`src/swm_pkg.sv`:
```
// Shared constants and carrier types of the switch mask and mode control block
package swm_pkg;

  ////////////////////////////////////////////////////////////////////////////
  // Register bus
  localparam int DW = 8; // Register data width
  localparam int AW = 6; // Register address width
  localparam int BANK_BIT = 4; // Address bit that the bank select ORs into
  // Demultiplexed bus addresses
  localparam logic [5:0] ADR_D_MASK = 6'h0e; // Mask write, status read
  localparam logic [5:0] ADR_D_MODE = 6'h0f;
  // Multiplexed bus addresses
  localparam logic [5:0] ADR_M_MASK = 6'h1c; // Mask write, status read
  localparam logic [5:0] ADR_M_MODE_A = 6'h1e;
  localparam logic [5:0] ADR_M_MODE_B = 6'h3e;
  // Reset and default read values
  localparam logic [7:0] RST_MASK = 8'h00;
  localparam logic [7:0] RST_MODE = 8'h00;
  localparam logic [7:0] RST_STATUS = 8'h00;
  localparam logic [7:0] RD_UNMAPPED = 8'h00;
  // Status and mask bit of the signaling queue flag
  localparam int SQ_BIT = 6;

  ////////////////////////////////////////////////////////////////////////////
  // Mode field encodings
  typedef enum logic [1:0] {
    MD_CM_RESET = 2'b00,
    MD_TEST = 2'b01,
    MD_INIT = 2'b10,
    MD_NORMAL = 2'b11
  } swm_mode_t;

  // Operation mode register, bit 7 down to bit 0
  typedef struct packed {
    swm_mode_t mode_field;
    logic pcm_standby_bit;
    logic pcm_test_loop_bit;
    logic subscriber_driver_select;
    logic monitor_protocol_select;
    logic subscriber_standby_bit;
    logic bank_select;
  } swm_omr_t;

  ////////////////////////////////////////////////////////////////////////////
  // Memory access timing, figures in tenths of reference clock cycles
  localparam int CLK_NS = 25; // System clock period
  localparam int RCL_NS = 25; // Reference clock period
  localparam int T10_CMR = 2560; // Control memory reset, 256 cycles
  localparam int T10_INIT = 25; // Initialization access, 2.5 cycles max
  localparam int T10_NORM = 95; // Normal single access, 9.5 cycles
  localparam int T10_TRI = 10350; // Tristate field init, 1035 cycles
  localparam int T10_TEST = 20570; // Test mode access, 2057 cycles
  localparam int CW = 12; // Access counter width
  // Longest times round down to whole clock cycles
  localparam logic [CW-1:0] CYC_CMR = CW'((T10_CMR * RCL_NS) / (10 * CLK_NS));
  localparam logic [CW-1:0] CYC_INIT = CW'((T10_INIT * RCL_NS) / (10 * CLK_NS));
  localparam logic [CW-1:0] CYC_NORM = CW'((T10_NORM * RCL_NS) / (10 * CLK_NS));
  localparam logic [CW-1:0] CYC_TRI = CW'((T10_TRI * RCL_NS) / (10 * CLK_NS));
  localparam logic [CW-1:0] CYC_TEST = CW'((T10_TEST * RCL_NS) / (10 * CLK_NS));
  // Interrupt output gap after a mask write
  localparam logic [1:0] INT_GAP_CYC = 2'h2;

  ////////////////////////////////////////////////////////////////////////////
  // Memory constants and carriers
  localparam int CM_AW = 8; // Control memory address width
  localparam logic [3:0] CODE_UNASSIGNED = 4'h0;

  // Register bus request, strobes active low
  typedef struct packed {
    logic cs_n;
    logic wr_n;
    logic rd_n;
    logic mux_mode;
    logic [AW-1:0] addr;
    logic [DW-1:0] wdata;
  } swm_bus_t;

  // Memory access command
  typedef struct packed {
    logic start;
    logic sel;
    logic full_field;
    logic [CM_AW-1:0] addr;
    logic [3:0] code;
    logic [DW-1:0] data;
  } swm_acc_req_t;

  // Memory write port
  typedef struct packed {
    logic we;
    logic sel;
    logic [CM_AW-1:0] addr;
    logic [3:0] code;
    logic [DW-1:0] data;
  } swm_cm_wr_t;

endpackage

```
`src/swm_seq.sv`:
```
// Memory access sequencer: times each access and walks the memory when needed
`timescale 1ns/1ps
module swm_seq #(
  parameter int WALK_LEN = 2 ** swm_pkg::CM_AW
)
(
  // Clock and reset
  input wire logic clk,
  input wire logic rstn,
  // Command side
  input wire swm_pkg::swm_acc_req_t req,
  input wire swm_pkg::swm_mode_t mode,
  output logic busy,
  output logic done,
  // Memory write port
  output swm_pkg::swm_cm_wr_t wr
);
  import swm_pkg::*;

  // Walk must fit the shortest walking access
  if (WALK_LEN < 1 || WALK_LEN > 2 ** CM_AW || WALK_LEN > int'(CYC_CMR))
  begin : g_chk
    $error("swm_seq: WALK_LEN out of range");
  end

  localparam logic [CM_AW-1:0] WALK_LAST = CM_AW'(WALK_LEN - 1);

  typedef enum logic [0:0] {SQ_IDLE = 1'b0, SQ_RUN = 1'b1} swm_sq_t;

  typedef struct packed {
    swm_sq_t st; // Idle or running
    logic [CW-1:0] cnt; // Cycles left in the access
    logic [CM_AW-1:0] idx; // Walk position
    logic walk; // Access covers every location
    logic wend; // Walk has finished
    logic first; // First running cycle
    logic done; // End of access pulse
    swm_cm_wr_t wr; // Registered write port
  } swm_seq_st_t;

  swm_seq_st_t q, d;

  ////////////////////////////////////////////////////////////////////////////
  // Next state
  always_comb
  begin
    d = q;
    d.wr.we = 1'b0;
    d.done = 1'b0;
    case (q.st)
      SQ_IDLE:
      begin
        // Commands while running are ignored
        if (req.start)
        begin
          d.st = SQ_RUN;
          d.idx = '0;
          d.wend = 1'b0;
          d.first = 1'b1;
          d.wr.sel = req.sel;
          d.wr.addr = req.addr;
          d.wr.data = req.data;
          // Reset mode loads the unassigned code everywhere
          d.wr.code = (mode == MD_CM_RESET) ? CODE_UNASSIGNED : req.code;
          d.walk = (mode == MD_CM_RESET) || (mode == MD_TEST) ||
                   ((mode == MD_NORMAL) && req.full_field);
          case (mode)
            MD_CM_RESET: d.cnt = CYC_CMR - 1'b1;
            MD_INIT: d.cnt = CYC_INIT - 1'b1;
            MD_TEST: d.cnt = CYC_TEST - 1'b1;
            default: d.cnt = req.full_field ? CYC_TRI - 1'b1 : CYC_NORM - 1'b1;
          endcase
        end
      end
      SQ_RUN:
      begin
        d.first = 1'b0;
        if (q.walk)
        begin
          // One location per cycle, address register ignored
          d.wr.we = !q.wend;
          d.wr.addr = q.idx;
          d.idx = q.idx + 1'b1;
          d.wend = q.wend || (q.idx == WALK_LAST);
        end
        else
        begin
          // Single location at the access address
          d.wr.we = q.first;
        end
        if (q.cnt == '0)
        begin
          d.st = SQ_IDLE;
          d.done = 1'b1;
        end
        else
        begin
          d.cnt = q.cnt - 1'b1;
        end
      end
      default:
      begin
        d.st = SQ_IDLE;
      end
    endcase
  end

  ////////////////////////////////////////////////////////////////////////////
  // State register
  always_ff @(posedge clk)
  begin
    if (!rstn)
      q <= '0;
    else
      q <= d;
  end

  // Outputs
  assign busy = (q.st == SQ_RUN);
  assign done = q.done;
  assign wr = q.wr;

endmodule

```
`src/swm_ctrl.sv`:
```
// Interrupt mask and operation mode control of the time-slot switching unit
`timescale 1ns/1ps
module swm_ctrl #(
  parameter int LANES = 4,
  parameter int IRQ_N = 8
)
(
  // Clock and reset
  input wire logic clk,
  input wire logic rstn,
  // Register bus
  input wire swm_pkg::swm_bus_t bus,
  output logic [swm_pkg::DW-1:0] rdata,
  // Interrupt sources and output
  input wire logic [IRQ_N-1:0] irq_evt,
  input wire logic sq_flag,
  output logic int_n,
  // Memory access
  input wire swm_pkg::swm_acc_req_t acc_req,
  output logic acc_busy,
  output logic acc_done,
  output swm_pkg::swm_cm_wr_t cm_wr,
  output logic switching_on,
  // PCM interface
  input wire logic [LANES-1:0] pcm_tx_i,
  input wire logic [LANES-1:0] pcm_tri_i,
  input wire logic [LANES-1:0] pcm_rx_i,
  output logic [LANES-1:0] pcm_tx_o,
  output logic [LANES-1:0] pcm_tx_oe,
  output logic [LANES-1:0] tsc_n_o,
  output logic [LANES-1:0] pcm_rx_o,
  // Subscriber interface
  input wire logic [LANES-1:0] sub_data_i,
  input wire logic sub_clk_i,
  input wire logic sub_fsc_i,
  output logic [LANES-1:0] sub_data_o,
  output logic [LANES-1:0] sub_data_oe,
  output logic sub_clk_o,
  output logic sub_clk_oe,
  output logic sub_fsc_o,
  output logic sub_fsc_oe,
  // Monitor channel
  output logic mon_hs_en
);
  import swm_pkg::*;

  ////////////////////////////////////////////////////////////////////////////
  // Elaboration checks
  // Status and mask are one register byte
  if (IRQ_N != DW)
  begin : g_chk_irq
    $error("swm_ctrl: IRQ_N must equal the register width");
  end
  // At least one line per interface
  if (LANES < 1)
  begin : g_chk_lanes
    $error("swm_ctrl: LANES must be at least one");
  end

  ////////////////////////////////////////////////////////////////////////////
  // State
  typedef struct packed {
    logic [DW-1:0] mask; // Interrupt mask, one blocks
    swm_omr_t omr; // Operation mode register
    logic [DW-1:0] pend; // Sticky event store
    logic [DW-1:0] rdata; // Registered read data
    logic int_n; // Interrupt output, active low
    logic [1:0] gap; // Forced inactive cycles left
  } swm_ctrl_st_t;

  swm_ctrl_st_t q, d;

  // Bus decode helpers
  logic [AW-1:0] eff_addr; // Address after bank select
  logic wr_stb; // Write strobe this cycle
  logic rd_stb; // Read strobe this cycle
  logic sel_mask; // Mask or status address hit
  logic sel_mode; // Mode register address hit

  // Interrupt helpers
  logic [DW-1:0] status_view; // Status as the host reads it
  logic [DW-1:0] rd_clr; // Bits cleared by a status read
  logic [DW-1:0] evt_in; // Events without the level flag
  logic unmasked_pend; // Unmasked interrupt pending now

  // Mode helpers
  logic if_run; // Interfaces operational
  logic pcm_on; // PCM outputs active
  logic sub_on; // Subscriber outputs active

  ////////////////////////////////////////////////////////////////////////////
  // Register bus decode
  always_comb
  begin
    eff_addr = bus.addr;
    // Bank select only applies on the demultiplexed bus
    if (!bus.mux_mode)
    begin
      eff_addr[BANK_BIT] = bus.addr[BANK_BIT] | q.omr.bank_select;
    end
    wr_stb = !bus.cs_n && !bus.wr_n;
    rd_stb = !bus.cs_n && !bus.rd_n;
    if (bus.mux_mode)
    begin
      sel_mask = (eff_addr == ADR_M_MASK);
      sel_mode = (eff_addr == ADR_M_MODE_A) || (eff_addr == ADR_M_MODE_B);
    end
    else
    begin
      sel_mask = (eff_addr == ADR_D_MASK);
      sel_mode = (eff_addr == ADR_D_MODE);
    end
  end

  ////////////////////////////////////////////////////////////////////////////
  // Interrupt status view
  always_comb
  begin
    // Masked events stay hidden until the mask is released
    status_view = q.pend & ~q.mask;
    // Queue flag is a level and shows regardless of the mask
    status_view[SQ_BIT] = sq_flag;
    // Output only sees unmasked bits, queue flag included
    unmasked_pend = |(status_view & ~q.mask);
    // A read clears what it showed; hidden events survive
    rd_clr = (rd_stb && sel_mask) ? status_view : '0;
    rd_clr[SQ_BIT] = 1'b0;
    evt_in = irq_evt;
    // Queue flag is not latched, it follows the queue
    evt_in[SQ_BIT] = 1'b0;
  end

  ////////////////////////////////////////////////////////////////////////////
  // Next state
  always_comb
  begin
    d = q;
    // New events win over a clear in the same cycle
    d.pend = (q.pend & ~rd_clr) | evt_in;
    // Gap counter runs down to zero
    if (q.gap != '0)
    begin
      d.gap = q.gap - 1'b1;
    end
    // Register writes
    if (wr_stb && sel_mask)
    begin
      d.mask = bus.wdata;
      // Pulse the output inactive so an edge-triggered host sees a new edge
      if (unmasked_pend)
      begin
        d.gap = INT_GAP_CYC;
      end
    end
    if (wr_stb && sel_mode)
    begin
      // Takes effect at once, no further command needed
      d.omr = swm_omr_t'(bus.wdata);
    end
    // Register reads
    if (rd_stb)
    begin
      if (sel_mask)
        d.rdata = status_view;
      else if (sel_mode)
        d.rdata = q.omr;
      else
        d.rdata = RD_UNMAPPED;
    end
    // Interrupt output, held inactive during the gap
    d.int_n = !(unmasked_pend && (d.gap == '0));
  end

  ////////////////////////////////////////////////////////////////////////////
  // State register
  always_ff @(posedge clk)
  begin
    if (!rstn)
    begin
      q.mask <= RST_MASK;
      q.omr <= swm_omr_t'(RST_MODE);
      q.pend <= RST_STATUS;
      q.rdata <= RD_UNMAPPED;
      q.int_n <= 1'b1;
      q.gap <= '0;
    end
    else
    begin
      q <= d;
    end
  end

  assign rdata = q.rdata;
  assign int_n = q.int_n;

  ////////////////////////////////////////////////////////////////////////////
  // Mode decode
  always_comb
  begin
    // Normal and test modes run the interfaces; reset and init do not
    if_run = (q.omr.mode_field == MD_NORMAL) || (q.omr.mode_field == MD_TEST);
    pcm_on = if_run && q.omr.pcm_standby_bit;
    sub_on = if_run && q.omr.subscriber_standby_bit;
  end

  // Switching runs only in operational modes
  assign switching_on = if_run;
  // Handshake follows its select bit directly
  assign mon_hs_en = q.omr.monitor_protocol_select;

  ////////////////////////////////////////////////////////////////////////////
  // PCM interface
  always_comb
  begin
    // Upstream memory data always reach the pins
    pcm_tx_o = pcm_tx_i;
    if (pcm_on)
    begin
      // Tristate field decides per line, one floats
      pcm_tx_oe = ~pcm_tri_i;
      tsc_n_o = pcm_tri_i;
    end
    else
    begin
      // Standby: float data, control pins inactive high
      pcm_tx_oe = '0;
      tsc_n_o = '1;
    end
    // Loop: transmit drives receive, line data ignored
    if (q.omr.pcm_test_loop_bit)
      pcm_rx_o = pcm_tx_i;
    else
      pcm_rx_o = pcm_rx_i;
  end

  ////////////////////////////////////////////////////////////////////////////
  // Subscriber interface
  always_comb
  begin
    sub_clk_o = sub_clk_i;
    sub_fsc_o = sub_fsc_i;
    // Clock and frame sync float in standby
    sub_clk_oe = sub_on;
    sub_fsc_oe = sub_on;
    if (q.omr.subscriber_driver_select)
    begin
      // Open drain: drive low only, needs external pull-up
      sub_data_o = '0;
      sub_data_oe = sub_on ? ~sub_data_i : '0;
    end
    else
    begin
      // Push-pull with tristate
      sub_data_o = sub_data_i;
      sub_data_oe = sub_on ? '1 : '0;
    end
  end

  ////////////////////////////////////////////////////////////////////////////
  // Memory access sequencer
  // The host should clear the memory in reset mode after every reset
  swm_seq #(
    .WALK_LEN(2 ** CM_AW)
  ) u_seq (
    .clk(clk),
    .rstn(rstn),
    .req(acc_req),
    .mode(q.omr.mode_field),
    .busy(acc_busy),
    .done(acc_done),
    .wr(cm_wr)
  );

endmodule

```
`config.mk`:
```
export PLATFORM = sky130hd
export DESIGN_NAME = swm_ctrl
export DESIGN_NICKNAME = d
export VERILOG_FILES = /design/src/swm_pkg.sv /design/src/swm_seq.sv /design/src/swm_ctrl.sv
export SDC_FILE = /design/constraint.sdc
export NUM_CORES = 1
export LEC_CHECK = 0
export ABC_AREA = 1
export BUFFER_PORTS_ARGS = -buffer_cell sky130_fd_sc_hd__buf_2
export CAP_MARGIN = 0
export CORE_MARGIN = 10
export CORE_UTILIZATION = 45
export CTS_BUF_LIST = sky130_fd_sc_hd__clkbuf_4 sky130_fd_sc_hd__clkbuf_8
export DETAILED_ROUTE_END_ITERATION = 12
export GPL_ROUTABILITY_DRIVEN = 0
export PLACE_DENSITY_LB_ADDON = 0.1
export SYNTH_ARGS = -nofsm -noshare
export SYNTH_HDL_FRONTEND = slang
export SYNTH_SLANG_ARGS = --single-unit
export TNS_END_PERCENT = 5
```
`constraint.sdc`:
```
create_clock -name clk -period 1.46 [get_ports clk]
set_input_delay 0.073 -clock clk [delete_from_list [all_inputs] [get_ports clk]]
set_output_delay 0.073 -clock clk [all_outputs]
set_load 0.02 [all_outputs]
```
==> key figures <==
Clock network
  • CTS Sinks: 81
  • H-tree depth: 3
  • Clock slew at reported path FFs: 0.09 ns
  • Worst skew pair latency: 0.35 ns
  • CTS Buffer Depth: 2
  • CTS buffer count: 9
  • Root Driver: clkbuf_8
  • CTS tree: done

Synth
  • Post-synth EDFFs: 0
  • Synth top area cells: dfxtp_1 (40%), nand2_1 (11%), nor2_1 (8.8%), buf_4 (7.4%), a21oi_1 (6.6%)
  • Synth Cell Area: 0.004075 sq mm
  • YS warnings: 0
  • Yosys cell types: 36
  • Mean Syn Cell Area: 6.919 sq um
  • Post-synthesis net count: 662
  • Async set-reset flop share out of synthesis: 0%
  • FF+latch count, synth: 81
  • Mapped Cells: 589
  • Main flop type after synthesis: dfxtp_1
  • Sequential fraction of the synthesis area: 39.79%
  • Top cell type's share of synthesized area: 39.79%
  • Cell taking the most area after synthesis: dfxtp_1

STA
  • Worst-Margin Slew: 0.4470 ns
  • Headroom to the max-slew limit: 70.16%
  • Setup TNS: 0 ns
  • Max Clock Freq: 688.0 MHz
  • Count of final setup violators: 0
  • Worst hold slack: 0.002331 ns
  • Fin. Hold Viols: 0
  • Min cycle time layout: 1.454 ns
  • Max-slew violations: 0
  • Unrepaired setup endpoints after global routing: true
  • Skew final: 0.01142 ns
  • Crit share post-route: 99.56%

Drt
  • Post-Route M1 WL: 5309 um
  • Antenna viol nets, final: 0
  • Mean number of vias per cell: 5.009
  • DR WL met2: 5433 um
  • Iteration-0 DRC Markers: 279
  • Post-Route WL: 11,920 um
  • Top sig layer: met4
  • WL met3: 1079 um
  • Vias after detailed routing: 4,333
  • Drt drc: 0
  • DRT Pass-1 Iters: 7
  • Drt wl/cell: 13.77 um

Worst setup path
  • Arrival time at the worst endpoint: 1.71 ns
  • Worst path cell trace: nor2_1 > inv_1 > nor2_1 > nand2_1 > nand2_2 > nand2_4 > buf_4 > o21ai_2 > nor2_1
  • Bufs and invs on worst path: 2
  • Top Family by Delay on Critical Path: simple AND/OR/NAND/NOR gates
  • CP endpoint kind: flop
  • Slowest stage cell, crit path: dfxtp_1
  • Crit-path most repeated cell: nor2_1
  • Crit-path max FO: 5
  • CP Data Required Time: 1.72 ns
  • CP Launch Type: flop
  • Slowest Stage Delay on Critical Path: 0.33 ns
  • Worst setup path class: reg -> reg

Power
  • Pwr per Cell Area: 975.5 mW/mm^2
  • Clock share of power: 31.6%
  • Comb pwr share: 23.6%
  • Net switching power: 1.623 mW
  • IR drop worst, VDD: 0.5255 mV
  • Power Total: 5.335 mW
  • Switch share: 30.42%
  • Internal cell power: 3.712 mW
  • Reg power frac: 44.8%
  • Leakage: 2.604 nW

Finish
  • Most frequent cells in the layout: buf_2 (126), nand2_1 (110), nor2_1 (91), dfxtp_1 (78), a21oi_1 (51)
  • Layout area overhead: 34.20%
  • Multi-input gate area in the final layout: 0.001952 sq mm
  • Fin area: 0.005469 sq mm
  • N_diodes: 0
  • FF+latch area: 0.001625 sq mm
  • Final non-filler cell total: 865
  • # fillers: 811
  • Share of cells above drive strength 1: 30.91%
  • Fin nets: 825
  • Most common cell after layout, fill and taps aside: buf_2

Die
  • Starting Density: 46.50%
  • Die area: 0.01326 sq mm
  • Core area: 0.008763 sq mm
  • Die span in y: 115.2 um
  • Chip width: 115.2 um
  • Row count: 34
  • Num ports: 133

Global routing
  • GRT overflow: 0
  • First-pass GRT wire length: 19,460 um
  • Largest net degree at the start of global routing: 38
  • GRT Overall Usage: 17.38%
  • Initial antenna violation count: 0
  • Vias in the first global route: 4,387

Run status
  • Status: finished clean

Place
  • Port bufs: 127
  • HPWL Detailed: 8855 um
  • Inst Count DP: 805
  • Post-DP Area: 0.004758 sq mm

Flow run
  • Max Cap Viol: 0

Hold path
  • Hold Crit Class: in -> reg
## timing repair
| action | in CTS | in global routing |
|---|---|---|
| endpoints found under the hold margin | 35 | 0 |
| buffers inserted | 0 | 7 |
| pin swaps | 0 | 7 |
| hold buffers | 35 | 0 |
| resized for setup | 3 | 36 |
| setup endpoints to repair | 11 | 56 |
| cloned | 0 | 2 |
## worst register-to-register path: cells and delay by family, from the launching register on
family / cells / cell delay [ns]
simple gates: 6 / 0.73
compound gates: 1 / 0.11
flops: 1 / 0.33
buf+inv: 2 / 0.20
## flip-flops by register name (all words and copies together), names as in the netlist
name,flops
u_seq.busy,1
rdata,8
u_seq.q,23
u_seq.wr,22
u_seq.done,1
q,24
int_n,1
mon_hs_en,1
## metal layers
| metal | vias to the layer above | global-route usage, % |
|---|---|---|
| met1 | 1933 | 21.30 |
| met4 | 0 | 4.703 |
| li1 | 2221 | - |
| met2 | 171 | 28.34 |
| met3 | 8 | 5.990 |
| met5 | - | 0 |
## area by class of cell
class | count | area share [%]
inverter | 49 | 3.432
clock inverter | 6 | 1.235
tap | 108 | 2.471
clock buffer | 10 | 2.517
multi-input combinational | 400 | 35.69
timing repair buffer | 211 | 24.94
sequential | 81 | 29.72
## worst paths after layout
path	depth (start not counted)	to	startpoint	slack [ns]
worst max-delay path	9	u_seq.q[40]$_SDFFE_PN0P_	u_seq.q[36]$_SDFFE_PN0P_	0.006
worst min-delay path	3	u_seq.wr[2]$_SDFFE_PN0P_	acc_req[2]	0.002
worst max register to register	9	u_seq.q[40]$_SDFFE_PN0P_	u_seq.q[36]$_SDFFE_PN0P_	0.006
worst min register to register	1	u_seq.wr[21]$_SDFF_PN0_	u_seq.q[24]$_SDFFE_PN0P_	0.45
## metrics by stage
step                util [%]  setup WS [ns]
floorplan                  -        0.03474
global placement       54.30       -0.09842
detailed placement     54.30        -0.1508
CTS                    60.75      -0.003512
global route           62.41       -0.07941
finish                 62.41       0.006473
## logic make-up after synthesis
group                      Yosys count  share of synthesized area (%)
xor gates and xnor gates             1                         0.2150
and+or+nand+nor                    281                          29.60
buffers and inverters              109                          14.22
DFF                                 81                          39.79
adders and majority gates            3                         0.9212
AOI/OAI and AO/OA                  114                          15.26
## synth_stat cells (8+ instances only)
master,n
nand3_1,35
nand4_1,16
o21ai_0,38
clkbuf_1,11
nor2_1,96
dfxtp_1,81
a21oi_1,54
buf_4,40
inv_1,46
nand2_1,116
a31oi_1,8
## power by group through the flow
stage / Clock, mW / Combinational, mW / Sequential [mW]
detailed placement: 0 / 1.08 / 2.44
global route: 1.81 / 1.40 / 2.41
CTS: 1.72 / 1.16 / 2.39
floorplan: 0 / 0.697 / 2.44
global placement: 0 / 1.06 / 2.43
finish: 1.69 / 1.26 / 2.39
Power figures use the tool's default switching activity.
